--- src/rtl/fxt_defs.svh ---
// Timing constants for the execute-phase timing block
`ifndef FXT_DEFS_SVH
`define FXT_DEFS_SVH
`define FXT_PH_W 4
`define FXT_PH_E1 4'h1
`define FXT_PH_E2 4'h2
`define FXT_PH_E3 4'h3
`define FXT_PH_E4 4'h4
`define FXT_PH_E5 4'h5
`define FXT_PH_E6 4'h6
`define FXT_PH_E7 4'h7
`define FXT_PH_E9 4'h9
`define FXT_PH_E10 4'ha
`define FXT_PH_LAST 4'ha
`define FXT_LAT_1 3'h1
`define FXT_LAT_2 3'h2
`define FXT_LAT_4 3'h4
`define FXT_LAT_W 3
`endif

--- src/rtl/fxt_pkg.sv ---
// Types for the execute-phase timing block
package fxt_pkg;
   typedef enum logic [3:0] {
      FXT_NOP,
      FXT_DBL_2CYC,
      FXT_FOUR_CYC,
      FXT_INT_TO_DOUBLE_CONVERT,
      FXT_DOUBLE_COMPARE,
      FXT_DOUBLE_ADD,
      FXT_DOUBLE_SUBTRACT,
      FXT_INT32_MULTIPLY,
      FXT_INT32_MULTIPLY_WIDE,
      FXT_DOUBLE_MULTIPLY
   } fxt_class_t;

   typedef struct packed {
      logic valid;
      fxt_class_t cls;
      logic pred;
   } fxt_issue_t;

   // Read strobes: low/high half of each source
   typedef struct packed {
      logic first_lo;
      logic first_hi;
      logic second_lo;
      logic second_hi;
   } fxt_read_t;

   typedef struct packed {
      logic lo;
      logic hi;
   } fxt_write_t;

   typedef struct packed {
      logic active;
      fxt_class_t cls;
      logic pred;
      logic [3:0] phase;
      logic [2:0] busy;
      fxt_read_t rd;
      fxt_write_t wr;
      logic done;
      logic conflict;
      logic unit_busy;
   } fxt_state_t;
endpackage
--- src/rtl/fxt_exec_timing.sv ---
// Execute-phase sequencer for multicycle functional-unit instruction classes
`timescale 1ns/1ps
`include "fxt_defs.svh"
module fxt_exec_timing
   import fxt_pkg::*;
(
   input wire logic clk,
   input wire logic rst,
   input wire fxt_issue_t issue,
   output fxt_read_t rd_strobe,
   output fxt_write_t wr_strobe,
   output logic result_ready,
   output logic [`FXT_PH_W-1:0] exec_phase,
   output logic unit_busy,
   output logic conflict
);

   fxt_state_t s_q;
   fxt_state_t s_d;

   function automatic logic [`FXT_LAT_W-1:0] unit_latency(input fxt_class_t c);
      case (c)
         FXT_DOUBLE_COMPARE, FXT_DOUBLE_ADD, FXT_DOUBLE_SUBTRACT:
            unit_latency = `FXT_LAT_2;
         FXT_INT32_MULTIPLY, FXT_INT32_MULTIPLY_WIDE, FXT_DOUBLE_MULTIPLY:
            unit_latency = `FXT_LAT_4;
         default:
            unit_latency = `FXT_LAT_1;
      endcase
   endfunction

   // Phase in which the last result word is written
   function automatic logic [3:0] last_phase(input fxt_class_t c);
      case (c)
         FXT_DBL_2CYC, FXT_DOUBLE_COMPARE: last_phase = `FXT_PH_E2;
         FXT_FOUR_CYC: last_phase = `FXT_PH_E4;
         FXT_INT_TO_DOUBLE_CONVERT: last_phase = `FXT_PH_E5;
         FXT_DOUBLE_ADD, FXT_DOUBLE_SUBTRACT: last_phase = `FXT_PH_E7;
         FXT_INT32_MULTIPLY: last_phase = `FXT_PH_E9;
         FXT_INT32_MULTIPLY_WIDE, FXT_DOUBLE_MULTIPLY: last_phase = `FXT_PH_E10;
         default: last_phase = `FXT_PH_E1;
      endcase
   endfunction

   logic [3:0] ph;
   fxt_class_t c;
   logic live;

   always_comb
   begin
      s_d = s_q;
      s_d.rd = '0;
      s_d.wr = '0;
      s_d.done = 1'b0;
      s_d.conflict = 1'b0;
      // Occupancy counts down regardless of predicate
      if (s_q.busy != '0)
      begin
         s_d.busy = s_q.busy - `FXT_LAT_W'(1);
      end
      // Advance an in-flight true-predicate instruction
      if (s_q.active)
      begin
         s_d.phase = s_q.phase + 4'h1;
         // False predicate stops after E1, no result to announce
         if (s_q.phase == last_phase(s_q.cls) || !s_q.pred)
         begin
            s_d.active = 1'b0;
            s_d.phase = '0;
            s_d.done = s_q.pred;
         end
      end
      // New dispatch: a busy unit takes it anyway but flags it
      if (issue.valid && issue.cls != FXT_NOP)
      begin
         if (s_q.busy > `FXT_LAT_W'(1))
         begin
            s_d.conflict = 1'b1;
         end
         s_d.busy = unit_latency(issue.cls);
         s_d.cls = issue.cls;
         s_d.pred = issue.pred;
         s_d.phase = `FXT_PH_E1;
         s_d.active = 1'b1;
      end
      // Strobes for the phase entered next cycle
      ph = s_d.phase;
      c = s_d.cls;
      live = s_d.active;
      if (live)
      begin
         // E1 reads happen even when predicate is false
         if (ph == `FXT_PH_E1)
         begin
            s_d.rd.first_lo = 1'b1;
            s_d.rd.second_lo = 1'b1;
            if (c inside {FXT_FOUR_CYC, FXT_INT_TO_DOUBLE_CONVERT,
                          FXT_INT32_MULTIPLY, FXT_INT32_MULTIPLY_WIDE})
            begin
               s_d.rd.first_hi = 1'b0;
            end
         end
         if (c == FXT_DBL_2CYC)
         begin
            s_d.rd = '0;
         end
         if (!s_d.pred)
         begin
            if (ph != `FXT_PH_E1)
            begin
               s_d.rd = '0;
            end
         end
         else
         begin
            case (c)
               FXT_DBL_2CYC:
               begin
                  s_d.wr.lo = (ph == `FXT_PH_E1);
                  s_d.wr.hi = (ph == `FXT_PH_E2);
               end
               FXT_FOUR_CYC:
                  s_d.wr.lo = (ph == `FXT_PH_E4);
               FXT_INT_TO_DOUBLE_CONVERT:
               begin
                  s_d.wr.lo = (ph == `FXT_PH_E4);
                  s_d.wr.hi = (ph == `FXT_PH_E5);
               end
               FXT_DOUBLE_COMPARE:
               begin
                  if (ph == `FXT_PH_E2)
                  begin
                     s_d.rd.first_hi = 1'b1;
                     s_d.rd.second_hi = 1'b1;
                     s_d.wr.lo = 1'b1;
                  end
               end
               FXT_DOUBLE_ADD, FXT_DOUBLE_SUBTRACT:
               begin
                  if (ph == `FXT_PH_E2)
                  begin
                     s_d.rd.first_hi = 1'b1;
                     s_d.rd.second_hi = 1'b1;
                  end
                  s_d.wr.lo = (ph == `FXT_PH_E6);
                  s_d.wr.hi = (ph == `FXT_PH_E7);
               end
               FXT_INT32_MULTIPLY, FXT_INT32_MULTIPLY_WIDE:
               begin
                  if (ph <= `FXT_PH_E4)
                  begin
                     s_d.rd.first_lo = 1'b1;
                     s_d.rd.second_lo = 1'b1;
                  end
                  s_d.wr.lo = (ph == `FXT_PH_E9);
                  s_d.wr.hi = (c == FXT_INT32_MULTIPLY_WIDE) && (ph == `FXT_PH_E10);
               end
               FXT_DOUBLE_MULTIPLY:
               begin
                  // Half pairs walk lo/lo, lo1/hi2, hi1/lo2, hi/hi
                  s_d.rd.first_lo = (ph <= `FXT_PH_E2);
                  s_d.rd.second_lo = (ph == `FXT_PH_E1) || (ph == `FXT_PH_E3);
                  s_d.rd.second_hi = (ph == `FXT_PH_E2) || (ph == `FXT_PH_E4);
                  s_d.rd.first_hi = (ph == `FXT_PH_E3) || (ph == `FXT_PH_E4);
                  s_d.wr.lo = (ph == `FXT_PH_E9);
                  s_d.wr.hi = (ph == `FXT_PH_E10);
               end
               default:
                  s_d.wr = '0;
            endcase
         end
      end
      s_d.unit_busy = (s_d.busy > `FXT_LAT_W'(1));
      if (rst)
      begin
         s_d = '0;
      end
   end

   always_ff @(posedge clk)
   begin
      s_q <= s_d;
   end

   assign rd_strobe = s_q.rd;
   assign wr_strobe = s_q.wr;
   assign result_ready = s_q.done;
   assign exec_phase = s_q.phase;
   assign unit_busy = s_q.unit_busy;
   assign conflict = s_q.conflict;

   // Helpers for assertions; a newer dispatch aborts the tracked one
   logic iss_now;
   logic new_iss;
   assign iss_now = issue.valid && issue.pred && !rst;
   assign new_iss = issue.valid && issue.cls != FXT_NOP && !rst;

   property p_dbl2_writes;
      @(posedge clk) disable iff (rst)
      (iss_now && issue.cls == FXT_DBL_2CYC) ##1 !new_iss |-> wr_strobe.lo ##1 wr_strobe.hi;
   endproperty
   a_dbl2_writes: assert property (p_dbl2_writes) else $error("2-cycle writes wrong");

   property p_four_write;
      @(posedge clk) disable iff (rst)
      (iss_now && issue.cls == FXT_FOUR_CYC) ##1 !new_iss [*3] |-> !wr_strobe.lo ##1 wr_strobe.lo;
   endproperty
   a_four_write: assert property (p_four_write) else $error("4-cycle write not in E4");

   property p_itod;
      @(posedge clk) disable iff (rst)
      (iss_now && issue.cls == FXT_INT_TO_DOUBLE_CONVERT) ##1 !new_iss [*4] |->
         wr_strobe.lo ##1 wr_strobe.hi;
   endproperty
   a_itod: assert property (p_itod) else $error("Convert writes wrong");

   property p_cmp;
      @(posedge clk) disable iff (rst)
      (iss_now && issue.cls == FXT_DOUBLE_COMPARE) ##1 !new_iss |-> rd_strobe.first_lo
         ##1 (rd_strobe.first_hi && wr_strobe.lo);
   endproperty
   a_cmp: assert property (p_cmp) else $error("Compare timing wrong");

   property p_add;
      @(posedge clk) disable iff (rst)
      (iss_now && issue.cls == FXT_DOUBLE_ADD) ##1 !new_iss [*6] |-> wr_strobe.lo ##1 wr_strobe.hi;
   endproperty
   a_add: assert property (p_add) else $error("Add writes wrong");

   property p_mpy;
      @(posedge clk) disable iff (rst)
      (iss_now && issue.cls == FXT_INT32_MULTIPLY) ##1 !new_iss [*8] |=>
         (wr_strobe.lo && !wr_strobe.hi);
   endproperty
   a_mpy: assert property (p_mpy) else $error("Multiply write not in E9");

   property p_mpyw;
      @(posedge clk) disable iff (rst)
      (iss_now && issue.cls == FXT_INT32_MULTIPLY_WIDE) ##1 !new_iss [*8] ##1 !new_iss |->
         wr_strobe.lo ##1 wr_strobe.hi;
   endproperty
   a_mpyw: assert property (p_mpyw) else $error("Wide multiply writes wrong");

   property p_dmpy;
      @(posedge clk) disable iff (rst)
      (iss_now && issue.cls == FXT_DOUBLE_MULTIPLY) ##1 !new_iss [*8] ##1 !new_iss |->
         wr_strobe.lo ##1 wr_strobe.hi;
   endproperty
   a_dmpy: assert property (p_dmpy) else $error("Double multiply timing wrong");

   property p_dmpy_rd;
      @(posedge clk) disable iff (rst)
      (iss_now && issue.cls == FXT_DOUBLE_MULTIPLY) ##1 !new_iss [*3] |=>
         (rd_strobe.first_hi && rd_strobe.second_hi);
   endproperty
   a_dmpy_rd: assert property (p_dmpy_rd) else $error("Double multiply E4 read wrong");

   property p_false;
      @(posedge clk) disable iff (rst)
      (issue.valid && !issue.pred && issue.cls == FXT_DOUBLE_MULTIPLY) ##1 !new_iss |->
         (wr_strobe == '0 && unit_busy) ##1 (wr_strobe == '0 && rd_strobe == '0);
   endproperty
   a_false: assert property (p_false) else $error("False predicate acted");

   property p_nop;
      @(posedge clk) disable iff (rst)
      (issue.valid && issue.cls == FXT_NOP && !s_q.active) |=> wr_strobe == '0;
   endproperty
   a_nop: assert property (p_nop) else $error("No-op wrote");

   property p_conf;
      @(posedge clk) disable iff (rst)
      (issue.valid && issue.cls != FXT_NOP && unit_busy) |=> conflict;
   endproperty
   a_conf: assert property (p_conf) else $error("Conflict missed");

   c_dmpy: cover property (@(posedge clk) iss_now && issue.cls == FXT_DOUBLE_MULTIPLY);
   c_conf: cover property (@(posedge clk) conflict);
   c_done: cover property (@(posedge clk) result_ready);

endmodule // fxt_exec_timing

--- config.mk ---
export PLATFORM = sky130hd
export DESIGN_NAME = fxt_exec_timing
export DESIGN_NICKNAME = d
export VERILOG_FILES = /design/src/rtl/fxt_pkg.sv /design/src/rtl/fxt_exec_timing.sv
export VERILOG_INCLUDE_DIRS = /design/src /design/src/rtl
export SDC_FILE = /design/constraint.sdc
export NUM_CORES = 1
export LEC_CHECK = 0
export ABC_AREA = 1
export CAP_MARGIN = 20
export CORE_MARGIN = 10
export CORE_UTILIZATION = 65
export DETAILED_ROUTE_END_ITERATION = 10
export DONT_BUFFER_PORTS = 1
export HOLD_SLACK_MARGIN = 0.08
export PLACE_DENSITY = 0.78
export SLEW_MARGIN = 5
export SYNTH_ARGS = -nofsm -noshare
export SYNTH_HDL_FRONTEND = slang
export SYNTH_SLANG_ARGS = --single-unit
--- constraint.sdc ---
create_clock -name clk -period 3.48 [get_ports clk]
set_clock_uncertainty 0.15 [all_clocks]
set_input_delay 0.522 -clock clk [delete_from_list [all_inputs] [get_ports clk]]
set_output_delay 0.522 -clock clk [all_outputs]
set_load 0.02 [all_outputs]
# Word level (Yosys, flattened, before mapping)
# Memory sizes are Yosys's and may differ from the RTL's. A register that Yosys moved wholly into a read port is not among the register bits.
# Index checks and enable logic that the tools add are counted.
[totals] inputBits=8 mem_bits_ro=64 latch_bits=0 output_inout_bits=13 mem_count=1 wordCells=97 reg_bits=22 ram_bits=0
[op_classes] n_reduce_logical=20 muxes=25 mul=0 shift=0 order_cmp=4 n_addsub=2 div_mod_pow=0 n_bitwise=5 n_eq_ne=26
[mem_list] name="(name not given)" depth=16 word_bits=4 read_ports=1 rd_ports_with_merged_regs=1 write_ports=0 line="fxt_exec_timing.sv:34" rtl="case (c)"
[ops] operator="== test 4 x 3 -> 1 bit, second input constant" n=12
[ops] operator="2-to-1 mux 4 bit" n=7
[ops] operator="== test 4 bit, second input constant" n=6
[ops] operator="OR reduction 3 bit" n=6
[ops] operator="== test 4 x 2 -> 1 bit, second input constant" n=4
[ops] operator="2-to-1 mux 13 bit" n=1
[ops] operator="case mux 1 bit (5 select lines)" n=2
[ops] operator="OR reduction 2 bit" n=5
[ops] operator="== test 4 x 1 -> 1 bit, second input constant" n=2
[ops] operator="2-to-1 mux 1 bit" n=7
[ops] operator="> comparator 3 x 1 -> 1 bit, second input constant" n=2
[ops] operator="2-to-1 mux 3 bit" n=2
[ops] operator="case mux 1 bit (2 select lines)" n=3
[ops] operator="case mux 3 bit (2 select lines)" n=1
[ops] operator="NOT 1 bit" n=5
[ops] operator="adder 4 x 1 -> 4 bit, second input constant" n=1
[ops] operator="== test 4 bit" n=1
[ops] operator="less-or-equal comparator 4 x 2 -> 1 bit, second input constant" n=1
[ops] operator="less-or-equal comparator 4 x 3 -> 1 bit, second input constant" n=1
[ops] operator="logical OR 1 bit" n=4
[ops] operator="inequality test 4 x 1 -> 1 bit, second input constant" n=1
[ops] operator="nonzero test 4 bit" n=1
[ops] operator="case mux 1 bit (3 select lines)" n=1
[ops] operator="nonzero test 3 bit" n=1
[ops] operator="4 further kinds" n=5

# Longest topological paths before layout
[depth] word_depth=12 mapped_depth=15 ltp_nobuf=15

# Least setup slack after synthesis
# No wires, ideal clock.
[synth_timing] kind="input port to flip-flop" from="input issue[4] (netlist bit)" to="register (tool-made name)" setup_time_ps=118 setup_slack_ps=1536 path_buffers=0 path_stages=8 arrival_time_ps=1676 path_cell_list="nor2_2 -> nand2_4 -> nand3_1 -> nand2_4 -> nor2_1 -> inv_1 -> ha_1 -> o2111a_1"
[synth_rtl] item="start: declaration" line="fxt_exec_timing.sv:9" rtl="input wire fxt_issue_t issue,"

# Final worst setup path
[layout_timing] from="register s_q, in the netlist exec_phase[1]" to="register s_q, in the netlist rd_strobe[1]"
[layout_between] elab_chain_cells=11
[layout_lines] item="start: declaration" line="fxt_exec_timing.sv:18" rtl="fxt_state_t s_q;"
[layout_lines] item="start signal: assignment" line="fxt_exec_timing.sv:182" rtl="s_q <= s_d;"
[layout_lines] item="parallel branches: the longest is 4 deep, another holds adder 4 x 1 -> 4 bit"
[layout_lines] item="2-to-1 mux 13 bit *" line="fxt_exec_timing.sv:74" rtl="if (issue.valid && issue.cls != FXT_NOP)"
[layout_lines] item="== test 4 x 1 -> 1 bit (no source line)"
[layout_lines] item="2-to-1 mux 3 bit" line="fxt_exec_timing.sv:93" rtl="if (ph == `FXT_PH_E1)"
[layout_lines] item="2-to-1 mux 4 bit" line="fxt_exec_timing.sv:103" rtl="if (c == FXT_DBL_2CYC)"
[layout_lines] item="2-to-1 mux 1 bit" line="fxt_exec_timing.sv:150" rtl="if (ph <= `FXT_PH_E4)"
[layout_lines] item="case mux 1 bit (2 select lines)" line="fxt_exec_timing.sv:116" rtl="case (c)"
[layout_lines] item="2-to-1 mux 4 bit" line="fxt_exec_timing.sv:107" rtl="if (!s_d.pred)"
# Every way passes the cells marked *.
# A chain may end at the register's enable or synchronous reset.

==> out/qor.txt <==
Status - finished, final reports clean
Top-count cell post-synth - nand2_1
Slew headroom - 73.8%
Post-synthesis cell type count - 35
Post-placement cell count - 265
Worst slew pin tran - 0.393 ns
Avg Cell Area, Syn - 7.07 sq um
Detail Placement HPWL - 2820 um
Area of the multi-input gates - 981 sq um
Worst r2r dst - rd_strobe[1]$_SDFF_PP0_
Worst setup path class - register to register
Main flop type after synthesis - dfxtp_1
Via count - 1485
Power Density - 397 mW/mm^2
Peak Freq - 466 MHz
Hold path endpoint - exec_phase[1]$_SDFF_PP0_
Cell leakage power - 0.000859 uW
Yosys top cell by area - dfxtp_1
CTS tree - yes
Crit end category - register
RSZ-0062 raised after global routing - no
Minimum clock period after layout - 2.15 ns
Crit Path Max Fanout - 7
Setup TNS Final - 0 ns
Synth cell count leaders - nand2_1 (52), inv_1 (36), nor2_1 (27)
DRT Wirelength - 3550 um
Seq/Total Area, Yosys - 29.7%
FF-to-FF Start - exec_phase[1]$_SDFF_PP0_
Startpoint types - register
Synth Instances - 248
#FFs+latches synth - 26
Asr flop ratio synth - 0%
EDFF count, synth - 0
Yosys top cell area share - 29.7%
# DRC - 0
Post-cts resize count - 0
Max Cap Viol - 0
RePlAce Congestion - 0.917
Post-DP Area - 0.00170 sq mm
WP data arrival - 2.26 ns
Clock transition at the registers of the reported paths - 0.13 ns
Setup ws final - 1.33 ns
Cts bufs inserted - 3
# clock sinks - 26
Crit path from - exec_phase[1]$_SDFF_PP0_
# setup viols final - 0
DR WL/cell - 13.1 um
Final Hold Vio Count - 0
Final Max Slew Viols - 0
Fill count - 212
Layout area overhead - 0.714%
Pin count of the biggest net entering global routing - 18
Router iterations before antenna repair - 4
Number of routed nets with antenna violations - 0
Drt via density - 5.50
Top cells by area, synth - dfxtp_1 (30%), nand2_1 (11%), inv_1 (7.7%), nor2_1 (5.8%), nand2_4 (4.5%)
First-pass GRT wire length - 6050 um
Mapped Nets - 262
Synth warn - 0
Pre-CTS WS - 1.37 ns
Worst path required time - 3.60 ns
Initial antenna violation count - 0
Fin crit share - 61.6%
Die area - 0.00517 sq mm
Reg2reg path depth - 9
Top Ports - 21
Share of layout cells above drive strength 1 - 17.9%
Worst Hold Depth - 1
Nets - 255
Initial Util - 69.5%
Min-delay src - rst
R2R Setup Slk - 1.33 ns
Mapped cell area - 0.00175 sq mm
DRC marker count from the first detailed-route iteration - 140
Clock root buffer master - clkbuf_4
Final Cell Area - 0.00177 sq mm
IO buf count - 0
Skew-Pair Late Insertion Delay - 0.32 ns
FP Rows - 18
Max clock buf depth - 2
# H-tree levels - 1
Total grt overflow - 0
Chip height - 71.9 um
Core area - 0.00252 sq mm
N_diodes - 0
Die W - 71.9 um
Non-Filler Instances - 270
VDD IR max - 0.415 mV
Register area - 520 sq um
GRT Util Overall - 13.7%
Number of global-route vias before repair - 1356
Worst hold path type - input port to register
-- critical path, stage by stage (launching register included) --
cell and delay (ns):
dfxtp_1 0.58, ha_1 0.22, nand2_1 0.08, xor2_2 0.25
nor2_8 0.09, o21ai_4 0.25, inv_2 0.06, nor3_1 0.20
nand3_1 0.12, nand2_1 0.09
-- through the flow --
stage	hold slack [ns]	utilization, %	total power, uW
2_1_floorplan	0.326	-	475
3_3_place_gp	0.371	67.5	489
3_5_place_dp	0.375	67.5	497
4_1_cts	0.0935	69.6	696
5_1_grt	0.0890	70.0	739
6_report	0.108	70.0	700
-- timing repair --
action | 4_1_cts | 5_1_grt
setup endpoints to repair | 0 | 0
setup buffers | 0 | 0
hold buffers | 0 | 1
hold endpoints to repair | 0 | 9
-- report_power, final --
group          switching (uW)  leakage (uW)  internal, uW
Combinational             104      0.000618          51.8
Clock                    88.6     0.0000279           116
Sequential               20.7      0.000214           319
-- cell families (layout without fill, tap and decap cells) --
family / count (synthesis) / in the layout / synth area share, %
AOI/OAI and AO/OA: 22 / 22 / 8.57
and+or+nand+nor: 133 / 133 / 40.1
buffers and inverters: 56 / 48 / 14.3
muxes: 1 / 1 / 0.571
xor gates and xnor gates: 4 / 4 / 2.43
DFF: 26 / 26 / 29.7
adders and majority gates: 6 / 6 / 4.28
-- per-layer routing --
| metal | part of all wire (%) | up-vias | track usage, % |
|---|---|---|---|
| li1 | - | 746 | - |
| met1 | 43 | 683 | 17.3 |
| met3 | 7.3 | 9 | 2.86 |
| met4 | 1.4 | 0 | 4.09 |
| met5 | 0 | - | 0 |
| met2 | 49 | 47 | 22.6 |
-- cell type report --
class                           instances  area share, %
Tap cell                               30           2.13
Clock inverter                          1           1.70
Inverter                               43           9.28
Timing Repair Buffer                    1          0.567
Sequential cell                        26           29.5
Clock buffer                            3           1.28
Multi-Input combinational cell        166           55.6
-- how the worst max path moves through the flow --
stage	to	slack, ns	cells past startpoint
2_1_floorplan	register	1.54	8
3_3_place_gp	rd_strobe[1]$_SDFF_PP0_	1.41	9
3_5_place_dp	rd_strobe[3]$_SDFF_PP0_	1.37	9
4_1_cts	rd_strobe[3]$_SDFF_PP0_	1.33	9
5_1_grt	rd_strobe[3]$_SDFF_PP0_	1.17	11
6_report	rd_strobe[1]$_SDFF_PP0_	1.33	9
-- cell usage in the layout, fill, tap and decap left out, types with 5 or more instances in the layout --
master,instances
o21ai_0,5
nand3_1,15
ha_1,6
inv_2,6
nand4_1,6
nor2_1,27
nand2_2,8
dfxtp_1,26
a21oi_1,5
nand2_1,52
nor2_2,7
nand2_4,7
inv_1,36
Power figures use the tool's default switching activity.
